--- config.mk ---
export PLATFORM = sky130hd
export DESIGN_NAME = pli_iface_ctrl
export DESIGN_NICKNAME = d
export VERILOG_FILES = /design/src/core/pli_pkg.sv /design/src/core/pli_lps_mon.sv /design/src/core/pli_iface_ctrl.sv
export SDC_FILE = /design/constraint.sdc
export NUM_CORES = 1
export LEC_CHECK = 0
export BUFFER_PORTS_ARGS = -buffer_cell sky130_fd_sc_hd__buf_2
export CAP_MARGIN = 10
export CORE_UTILIZATION = 35
export DETAILED_ROUTE_END_ITERATION = 8
export SYNTH_ARGS = -nofsm -noshare
export SYNTH_HDL_FRONTEND = slang
export SYNTH_SLANG_ARGS = --single-unit
--- constraint.sdc ---
create_clock -name core_clk -period 3.8 [get_ports core_clk]
set_input_delay 0.76 -clock core_clk [delete_from_list [all_inputs] [get_ports core_clk]]
set_output_delay 0.76 -clock core_clk [all_outputs]
set_load 0.02 [all_outputs]
--- src/core/pli_pkg.sv ---
/*
 * shared constants, line codes, timing counts and state encoding for the
 * phy-side link interface controller.
 * assumes the core clock runs at 20 MHz (50 ns period).
 */
package pli_pkg;

  localparam int unsigned CLK_PERIOD_NS = 50;

  // control line codes, link owns the lines
  localparam logic [1:0] CTL_IDLE    = 2'h0;
  localparam logic [1:0] CTL_HOLD    = 2'h1;
  localparam logic [1:0] CTL_XMIT    = 2'h2;
  // control line codes, phy owns the lines
  localparam logic [1:0] CTL_STATUS  = 2'h1;
  localparam logic [1:0] CTL_RECEIVE = 2'h2;
  localparam logic [1:0] CTL_GRANT   = 2'h3;

  localparam logic [7:0] DATA_ZERO    = 8'h00;
  localparam logic [7:0] DATA_ON_CODE = 8'hff;

  // power status timing, in ns as specified
  localparam int unsigned LPS_LOW_MAX_NS  = 2600;
  localparam int unsigned RESET_RECOG_NS  = 2680;
  localparam int unsigned DISABLE_MIN_NS  = 26030;
  localparam int unsigned DISABLE_MAX_NS  = 26110;
  localparam int unsigned CLK_ACT_MAX_NS  = 60;
  localparam int unsigned WAKE_MIN_NS     = 5300000;

  // longest legal low phase, rounded up; one more sample means deasserted
  localparam int unsigned LPS_LOW_MAX_CYC =
    (LPS_LOW_MAX_NS + CLK_PERIOD_NS - 1) / CLK_PERIOD_NS;
  localparam int unsigned RESET_DETECT_CYC = LPS_LOW_MAX_CYC + 1;
  // the pin synchroniser and the state register add two cycles of latency,
  // so the count stops short to land inside the disable window
  localparam int unsigned MON_LAT_CYC = 2;
  localparam int unsigned DISABLE_DETECT_CYC =
    (DISABLE_MIN_NS + CLK_PERIOD_NS - 1) / CLK_PERIOD_NS - MON_LAT_CYC;
  localparam int unsigned CLK_ACT_CYC =
    (CLK_ACT_MAX_NS / CLK_PERIOD_NS < 1) ? 1 : CLK_ACT_MAX_NS / CLK_PERIOD_NS;
  localparam int unsigned WAKE_CYC =
    (WAKE_MIN_NS + CLK_PERIOD_NS - 1) / CLK_PERIOD_NS;

  // interface cycles of forced-low lines after power status returns
  localparam int unsigned INIT_LOW_CYC = 7;
  // consecutive idle samples that end link ownership
  localparam logic [1:0] LINK_END_IDLES = 2'h2;
  localparam logic [1:0] LINK_SKIP_CYC  = 2'h2;

  typedef enum logic [3:0] {
    ST_NORMAL   = 4'h0,
    ST_GRANT    = 4'h1,
    ST_HAND     = 4'h2,
    ST_LINK     = 4'h3,
    ST_GUARD    = 4'h4,
    ST_RESET    = 4'h5,
    ST_DISABLED = 4'h6,
    ST_WAKE     = 4'h7,
    ST_INIT_LOW = 4'h8,
    ST_INIT_RX  = 4'h9
  } pli_state_t;

endpackage : pli_pkg

--- src/core/pli_lps_mon.sv ---
/*
 * power status monitor: synchronises the power status pin and measures
 * how long it has been low, for pulsed or level signalling.
 * assumes one core clock; the pin is asynchronous to it.
 */
`timescale 1ns/1ns
module pli_lps_mon
  import pli_pkg::*;
#(
  parameter int unsigned CNT_W = 10
) (
  input  wire logic core_clk,
  input  wire logic rstn,
  input  wire logic link_power_status,
  output logic      lps_level,
  output logic      reset_hit,
  output logic      disable_hit
);

  typedef struct packed {
    logic             s1;
    logic             s2;
    logic [CNT_W-1:0] low_cnt;
  } pli_mon_t;

  localparam logic [CNT_W-1:0] RST_TH = CNT_W'(RESET_DETECT_CYC);
  localparam logic [CNT_W-1:0] DIS_TH = CNT_W'(DISABLE_DETECT_CYC);

  pli_mon_t r;
  pli_mon_t n;

  always_comb begin
    n    = r;
    n.s1 = link_power_status;
    n.s2 = r.s1;
    // a high sample restarts the count, so a pulsed signal never trips it
    if (r.s2) begin
      n.low_cnt = '0;
    end else if (r.low_cnt < DIS_TH) begin
      n.low_cnt = r.low_cnt + 1'b1;
    end
  end

  always_ff @(posedge core_clk or negedge rstn) begin
    if (!rstn) begin
      r <= '0;
    end else begin
      r <= n;
    end
  end

  assign lps_level   = r.s2;
  assign reset_hit   = (r.low_cnt >= RST_TH);
  assign disable_hit = (r.low_cnt >= DIS_TH);

endmodule : pli_lps_mon

--- src/core/pli_iface_ctrl.sv ---
/*
 * phy-side controller of the parallel link interface: grant handover and
 * return, interface reset, disable, low power wake and initialization.
 * assumes an external gate makes the interface clock from iface_clk_run,
 * and that the testbench resolves the shared lines from the enables.
 */
// Summary of operation
// - link-owned control codes are idle 00, hold 01, transmit 10.
// - phy grants with code 11 for one cycle, then one idle cycle.
// - phy drives at least one idle after taking lines back.
// - when not operational, drop pending requests, ignore request line.
// - status arising while not operational is discarded for good.
// - phy detects deasserted power status about 2.78 us after it falls (2.68 us required) and resets.
// - in reset phy drives lines to zero and ignores requests.
// - low 26.03-26.11 us disables interface and stops the clock low.
// - hardware reset leaves the interface disabled.
// - disabled with no active port puts phy into low power.
// - clock restarts within 60 ns (here up to 150 ns after the pin rises), or 5.3-7.3 ms from low power.
// - restored clock is a 49.152 MHz square wave (here the lines are registered on the 20 MHz core clock).
// - phy holds lines low for the first 7 cycles after return.
// - eighth cycle drives receive and all-ones data for one cycle.
// - idle and zero data end initialization; requests then accepted.
`timescale 1ns/1ns
module pli_iface_ctrl
  import pli_pkg::*;
#(
  parameter int unsigned WAKE_CYCLES = WAKE_CYC,
  parameter int unsigned CNT_W       = 17
) (
  input  wire logic       core_clk,
  input  wire logic       rstn,
  input  wire logic       link_power_status,
  input  wire logic       link_request_line,
  input  wire logic [1:0] ctl_i,
  output logic      [1:0] ctl_o,
  output logic            ctl_oe,
  output logic      [7:0] data_o,
  output logic            data_oe,
  output logic            iface_clk_run,
  output logic            low_power,
  input  wire logic       ports_active,
  input  wire logic       grant_req,
  output logic            grant_ack,
  input  wire logic       out_valid,
  input  wire logic [1:0] out_ctl,
  input  wire logic [7:0] out_data,
  output logic            out_ready,
  output logic            link_req_out,
  output logic            req_cancel,
  output logic            iface_op
);

  typedef struct packed {
    pli_state_t       st;
    logic [CNT_W-1:0] cnt;
    logic [1:0]       idle_cnt;
    logic             link_request_line_s1;
    logic             link_request_line_s2;
    logic [1:0]       ctl_s1;
    logic [1:0]       ctl_s2;
    logic [1:0]       ctl_o;
    logic [7:0]       data_o;
    logic             oe;
    logic             clk_run;
    logic             lowp;
    logic             req_out;
    logic             cancel;
    logic             gack;
  } pli_ctrl_t;

  localparam logic [CNT_W-1:0] WAKE_LAST = CNT_W'(WAKE_CYCLES - 1);
  localparam logic [CNT_W-1:0] INIT_LAST = CNT_W'(INIT_LOW_CYC - 1);

  function automatic logic is_op(input pli_state_t s);
    is_op = (s == ST_NORMAL) || (s == ST_GRANT) || (s == ST_HAND) ||
            (s == ST_LINK) || (s == ST_GUARD);
  endfunction : is_op

  pli_ctrl_t r;
  pli_ctrl_t n;
  logic      lps_level;
  logic      reset_hit;
  logic      disable_hit;

  pli_lps_mon #(
    .CNT_W (10)
  ) u_lps_mon (
    .core_clk          (core_clk),
    .rstn              (rstn),
    .link_power_status (link_power_status),
    .lps_level         (lps_level),
    .reset_hit         (reset_hit),
    .disable_hit       (disable_hit)
  );

  always_comb begin
    n         = r;
    n.link_request_line_s1 = link_request_line;
    n.link_request_line_s2 = r.link_request_line_s1;
    n.ctl_s1  = ctl_i;
    n.ctl_s2  = r.ctl_s1;
    n.ctl_o   = CTL_IDLE;
    n.data_o  = DATA_ZERO;
    n.oe      = 1'b1;
    n.gack    = 1'b0;
    case (r.st)
      ST_NORMAL: begin
        if (out_valid) begin
          n.ctl_o  = out_ctl;
          n.data_o = out_data;
        end else if (grant_req) begin
          n.st    = ST_GRANT;
          n.ctl_o = CTL_GRANT;
          n.gack  = 1'b1;
        end
      end
      ST_GRANT: begin
        n.st = ST_HAND;
      end
      ST_HAND: begin
        n.st       = ST_LINK;
        n.oe       = 1'b0;
        n.cnt      = '0;
        n.idle_cnt = 2'h0;
      end
      ST_LINK: begin
        n.oe = 1'b0;
        // the first two samples still show our own grant and idle
        if (r.cnt < CNT_W'(LINK_SKIP_CYC)) begin
          n.cnt = r.cnt + 1'b1;
        end else if (r.ctl_s2 == CTL_IDLE) begin
          n.idle_cnt = r.idle_cnt + 2'h1;
          if (r.idle_cnt + 2'h1 == LINK_END_IDLES) begin
            n.st = ST_GUARD;
            n.oe = 1'b1;
          end
        end else begin
          n.idle_cnt = 2'h0;
        end
      end
      ST_GUARD: begin
        n.st = ST_NORMAL;
      end
      ST_RESET: begin
        if (disable_hit) begin
          n.st      = ST_DISABLED;
          n.clk_run = 1'b0;
        end else if (lps_level) begin
          n.st  = ST_INIT_LOW;
          n.cnt = '0;
        end
      end
      ST_DISABLED: begin
        n.clk_run = 1'b0;
        n.lowp    = !ports_active;
        if (lps_level) begin
          n.cnt = '0;
          if (r.lowp) begin
            n.st = ST_WAKE;
          end else begin
            n.st      = ST_INIT_LOW;
            n.clk_run = 1'b1;
          end
        end
      end
      ST_WAKE: begin
        n.cnt = r.cnt + 1'b1;
        if (r.cnt == WAKE_LAST) begin
          n.st      = ST_INIT_LOW;
          n.cnt     = '0;
          n.clk_run = 1'b1;
          n.lowp    = 1'b0;
        end
      end
      ST_INIT_LOW: begin
        n.cnt = r.cnt + 1'b1;
        if (r.cnt == INIT_LAST) begin
          n.st     = ST_INIT_RX;
          n.ctl_o  = CTL_RECEIVE;
          n.data_o = DATA_ON_CODE;
        end
      end
      ST_INIT_RX: begin
        n.st = ST_NORMAL;
      end
      default: begin
        n.st      = ST_DISABLED;
        n.clk_run = 1'b0;
      end
    endcase
    // deassertion overrides everything while the clock still runs
    if (reset_hit && (is_op(r.st) || r.st == ST_INIT_LOW ||
                      r.st == ST_INIT_RX)) begin
      n.st     = ST_RESET;
      n.ctl_o  = CTL_IDLE;
      n.data_o = DATA_ZERO;
      n.oe     = 1'b1;
      n.gack   = 1'b0;
    end
    n.req_out = is_op(n.st) && r.link_request_line_s2;
    n.cancel  = is_op(r.st) && !is_op(n.st);
  end

  always_ff @(posedge core_clk or negedge rstn) begin
    if (!rstn) begin
      r    <= '0;
      r.st <= ST_DISABLED;
      r.oe <= 1'b1;
    end else begin
      r <= n;
    end
  end

  assign ctl_o         = r.ctl_o;
  assign data_o        = r.data_o;
  assign ctl_oe        = r.oe;
  assign data_oe       = r.oe;
  assign iface_clk_run = r.clk_run;
  assign low_power     = r.lowp;
  assign grant_ack     = r.gack;
  assign link_req_out  = r.req_out;
  assign req_cancel    = r.cancel;
  assign iface_op      = is_op(r.st);
  // words offered while not operational are swallowed, never replayed
  assign out_ready     = !is_op(r.st) ||
                         (r.st == ST_NORMAL && !reset_hit);
endmodule : pli_iface_ctrl

* After elaboration in Yosys (flattened, before gate mapping)
Cells that the tools add are included.
W data, S select, Z words.
** Word-level totals
- Bits in registers :: 57
- Input port bits :: 19
- Output and inout port bits :: 19
- Word-level logic and storage cells :: 122
** Cells by class
- Add/subtract/negate cells :: 3
- $lt $le $gt $ge :: 4
- Equal/unequal tests :: 23
- Muxes and demuxes :: 41
- Bitwise logic cells :: 1
- Reduce and logical (&&, ||, !) cells :: 32
** Operators with widths (count)
- $pmux W17 S6 :: 1
- $mux W21 :: 3
- $mux W4 :: 9
- $pmux W4 S9 :: 1
- $mux W17 :: 2
- $mux W10 :: 3
- $eq A4 B3 Y1 const B :: 5
- $pmux W10 S2 :: 1
- $add A17 B1 Y17 const B :: 1
- $eq A17 B17 Y1 const B :: 1
- $eq A17 B3 Y1 const B :: 1
- $lt A17 B2 Y1 const B :: 1
- $eq A4 B2 Y1 const B :: 4
- $logic_or A1 B1 Y1 :: 11
- $mux W11 :: 1
- $add A10 B1 Y10 const B :: 1
- $ge A10 B10 Y1 const B :: 1
- $ge A10 B6 Y1 const B :: 1
- $lt A10 B10 Y1 const B :: 1
- $mux W1 :: 10
- $mux W2 :: 5
- $ne A2 B2 Y1 const B :: 5
- $eq A4 B1 Y1 const B :: 2
- $eq A4 B4 Y1 const B :: 2
- other kinds (19) :: 31

* Longest topological paths before layout
- Word-level depth :: 16
- Gate-level depth with buffers :: 8
- Gate-level depth less buffers :: 7

* Cells and area by module
From an unflattened synthesis, not the netlist that was laid out.
** Unflattened totals
- Cells, all modules :: 332
- Area, all modules :: 3081.7 µm²
** By module, submodules not included
- pli_iface_ctrl :: times used 1, cells each 271, area an instance 2449.8 µm², sequential area each 1129.8 µm²
- pli_lps_mon :: times used 1, cells each 61, area an instance 631.9 µm², sequential area each 300.3 µm²

* Worst setup path after synthesis
Ideal clock, no wire load.
- Path type :: register to output
- From :: reg r[42] (netlist name)
- To :: out out_ready
- Arrival :: 1.551 ns
- Required time :: 3.040 ns
- Path slack :: 1.489 ns
- Cell stages (with the launch flop) :: 6
- Path buffers :: 1
- Cells stage by stage :: dfstp_2 > buf_2 > nor2_1 > inv_1 > a21oi_1 > o21ai_0
** Between the ends
- Cells in the longest elaborated chain, start to end :: 7
- Elaborated cells on any way between the ends :: 12
- Classes of those cells :: eq/ne: 4; reduce/logical: 8
** RTL lines
- start: declaration :: RTL line pli_iface_ctrl.sv:79 : pli_ctrl_t r;
- start signal: assignment :: RTL line pli_iface_ctrl.sv:210 : r <= n;
- $eq A4 B1 Y1 / $logic_not A4 Y1 (equally long branches)
- $logic_or A1 B1 Y1 (3 in series)
- $logic_or A1 B1 Y1 *
- via iface_op :: RTL line pli_iface_ctrl.sv:50 : output logic iface_op
- $logic_not A1 Y1 * :: RTL line pli_iface_ctrl.sv:225 : assign out_ready = !is_op(r.st) ||
- $logic_or A1 B1 Y1 * :: RTL line pli_iface_ctrl.sv:225
- end: declaration :: RTL line pli_iface_ctrl.sv:47 : output logic out_ready,
Mark *: on every way through the listed nets, which the timed path passes. The rest lies on a longest branch.

* Final worst setup path
- From :: reg r[41] (netlist name)
- To :: out out_ready
** Between the ends
- Cells in the longest elaborated chain, start to end :: 7
- Elaborated cells on any way between the ends :: 12
- Classes of those cells :: eq/ne: 4; reduce/logical: 8
** RTL lines
- $eq A4 B1 Y1 / $logic_not A4 Y1 (equally long branches) :: RTL line pli_iface_ctrl.sv:75, pli_iface_ctrl.sv:226
- $logic_or A1 B1 Y1 (3 in series) :: RTL line pli_iface_ctrl.sv:75 : is_op = (s == ST_NORMAL) || (s == ST_GRANT) || (s == ST_HAND) ||
- $logic_or A1 B1 Y1 :: RTL line pli_iface_ctrl.sv:76 : (s == ST_LINK) || (s == ST_GUARD);
- $logic_not A1 Y1 :: RTL line pli_iface_ctrl.sv:225
- $logic_or A1 B1 Y1 * :: RTL line pli_iface_ctrl.sv:225
Mark *: on every way between the ends. The rest lies on a longest branch, timed or not.

==> summary.md <==
| Metric | Value |
|---|---|
| Critical path class | `reg2out` |
| I/O pin count | `38` |
| Failing checks | `design-rule violations` |
| Post-DRT Antenna Nets | `0` |
| RSZ-0062 raised after global routing | `false` |
| Largest family of logic cells by synthesized area | `simple AND/OR/NAND/NOR gates` |
| Gr busiest metal | `met2` |
| Worst VDD drop | `0.0002340 V` |
| Setup crit end kind | `output pin` |
| Final period utilization | `71.51%` |
| Met1 usage in global routing | `21.43%` |
| DIE AREA | `9596 sq um` |
| Pwr dens | `roughly 580 nW/um^2` |
| CTS H-tree depth | `3` |
| Seq/Total Area, Yosys | `44.37%` |
| Num CTS Buffers | `9` |
| Chip width | `97.96 microns` |
| Post-synthesis mux area share | `1.048%` |
| Max Cap Viol | `0` |
| Tot Pwr | `0.002069 W` |
| Fill cell count | `~870` |
| Total area of sequential cells | `~1400 sq um` |
| # rows | `34` |
| Wirelength, routed | `6.931 mm` |
| Total number of vias | `2,563` |
| Post-synthesis compound-gate area fraction | `20.11%` |
| Clock Sinks | `57` |
| GRT Resource Usage Total | `15.81%` |
| Slew Viols, Final | `0` |
| DRC errors left | `7` |
| Initial antenna violation count | `0` |
| Pre-CTS setup slack | `1.344 ns` |
| Critical Path Source Type | `flip-flop` |
| Ys async rst share | `between 90% and 100%` |
| Cells after synthesis | `333` |
| First DRT Iteration DRCs | `198` |
| Inserted Diodes | `0` |
| HP Class | `reg2reg` |
| Port Buffers | `37` |
| Crit path max fanout | `18` |
| Adder-Cell Fraction of Synth Area | `2.329%` |
| Share of the synthesized area in the top cell type | `around two fifths` |
| Syn Nets | `358` |
| Final setup skew | `0.007887 ns` |
| Layout Nets | `between 300 and 400` |
| Number of synthesized flops with an enable pin | `0` |
| Syn avg cell area | `9.679 sq um` |
| Met2 Use GR | `24.05%` |
| DRT Pass-1 Iters | `6` |
| Post-Synth Simple-Gate Area | `23.68%` |
| Hold_ws | `roughly 0.35 ns` |
| Commonest cells post-synth | `dfrtp_1, nor2_1, nand2_1, a21oi_1, buf_4` |
| Outcome | `finished, violations left` |
| Post_cts resized | `0` |
| Area delta synth->final | `10.64%` |
| Die H | `97.96 microns` |
| Min Tclk post-route | `2.717 ns` |
| Count leader, synth | `dfrtp_1` |
| Synth warn | `0` |
| Max Clk Rate | `368.0 MHz` |
| Leak Pwr | `1.575 nW` |
| XOR/XNOR Fraction of Synth Area | `approximately 1.6%` |
| Post-route setup slack | `roughly 1.1 ns` |
| Critical Path RT | `3.04 ns` |
| RePlAce Congestion | `0.8154` |
| Initial core utilization | `36.60%` |
| First-pass GRT wire length | `roughly 12 mm` |
| Cts hold-fix bufs | `0` |
| Crit path DAT | `roughly 2.0 ns` |
| Multi-input logic area | `1573 sq um` |
| Reg clk slew, reported paths | `0.07 ns` |
| Layout cell share with drive strength beyond 1 | `21.29%` |
| Max Root-Sink Buffers | `2` |
| Vias per cell | `between 5 and 6` |
| Core area | `8806 sq um` |
| Clk Tree Root Cell | `clkbuf_8` |
| Setup Viol. Count Final | `0` |
| Dominant cell type by area after synthesis | `dfrtp_1` |
| Final Core Density | `40.49%` |
| Largest net degree at the start of global routing | `50` |
| DP Wirelength | `4.828 mm` |
| Count of cell types in the netlist | `68` |
| Post-Synthesis Cell Area | `3223 sq um` |
| Final Hold Fails | `0` |
| Largest cells by area after synthesis | `dfrtp_1, a21oi_1, nor2_1, buf_4, nand2_1` |
| Dominant synthesized flop cell | `dfrtp_1` |
| Setup bufs post-CTS | `0` |
| GR Util met3 | `under 10%` |
| Vias in the first global route | `2,474` |
| Max_slew headroom | `roughly 28%` |
| TritonCTS clock tree | `done` |
| Clock Latency Late Sink | `0.34 ns` |
| Slew @ Worst Pin | `1.073 ns` |
| Final TNS setup | `0 ns` |
| DR WL/cell | `approximately 15 microns` |
| Synthesized flop and latch total | `57` |
| GR Overflow Total | `0` |
-- area by class of cell --
class                   instances  share of cell area, %
clock buffers                  10                  3.860
multi-input cells             236                  44.11
well taps                     108                  3.789
clock inverters                 5                  1.579
flip-flops and latches         57                  40.11
inverters                      11                  1.158
repair buffers                 38                  5.404
-- cell families after synthesis --
group                    Yosys count
adder cells (fa/ha/maj)            6
AO/OA/AOI/OAI                     89
AND/OR/NAND/NOR                  132
XOR/XNOR                           6
buffers and inverters             40
flip-flops                        57
multiplexers                       3
-- flip-flops by register name (all words and copies together), names as in the netlist --
name,cells
ctl_oe,1
grant_ack,1
link_req_out,1
u_lps_mon.n,1
r,26
data_o,8
req_cancel,1
ctl_o,2
n,3
low_power,1
u_lps_mon.r,10
u_lps_mon.lps_level,1
iface_clk_run,1
-- final timing paths --
path	end	startpoint	slack (ns)	cells after the start
max	out_ready	r[41]$_DFF_PN0_	1.08	5
min	u_lps_mon.lps_level$_DFF_PN0_	u_lps_mon.n[10]$_DFF_PN0_	0.35	0
max reg2reg	r[24]$_DFFE_PN0P_	u_lps_mon.r[0]$_DFFE_PN0P_	1.34	6
min reg2reg	u_lps_mon.lps_level$_DFF_PN0_	u_lps_mon.n[10]$_DFF_PN0_	0.35	0
max in group asynchronous	r[43]$_DFF_PN1_	rstn	2.36	2
min in group asynchronous	r[31]$_DFFE_PN0P_	rstn	0.61	1
-- cell usage in the layout (no fill, tap or decap), types with 11 or more instances in the layout --
cell     Yosys  layout
buf_2        5      37
a21oi_1     24      24
nor2_1      28      28
nor3_1      11      11
o21ai_0     11      11
dfrtp_1     54      54
nand4_1     11      11
nand2_1     26      26
-- stage by stage --
step,std cells,area (sq um)
after CTS,465,3566
after global routing,465,3566
after global placement,450,3372
final,465,3566
after detailed placement,450,3372
after floorplan,333,3223
-- layer usage --
metal	routed length (microns)	share of wire (%)
met2	3003	43
met4	123	1.8
met3	399	5.8
met1	3404	49
met5	0	0
-- power breakdown --
part	total (W)	switching (W)	internal (W)
sequential	0.000799	0.000113	0.000685
clock	0.000552	0.000237	0.000315
combinational	0.000718	0.000452	0.000266
-- worst max-delay path, stage by stage, from the launching register on --
cell     delay [ns]
dfrtp_1        0.61
nor2_1         0.37
inv_1          0.08
a21oi_1        0.25
o21ai_0        0.13
buf_2          0.18
Note: power is estimated with default switching activity, not from simulation.
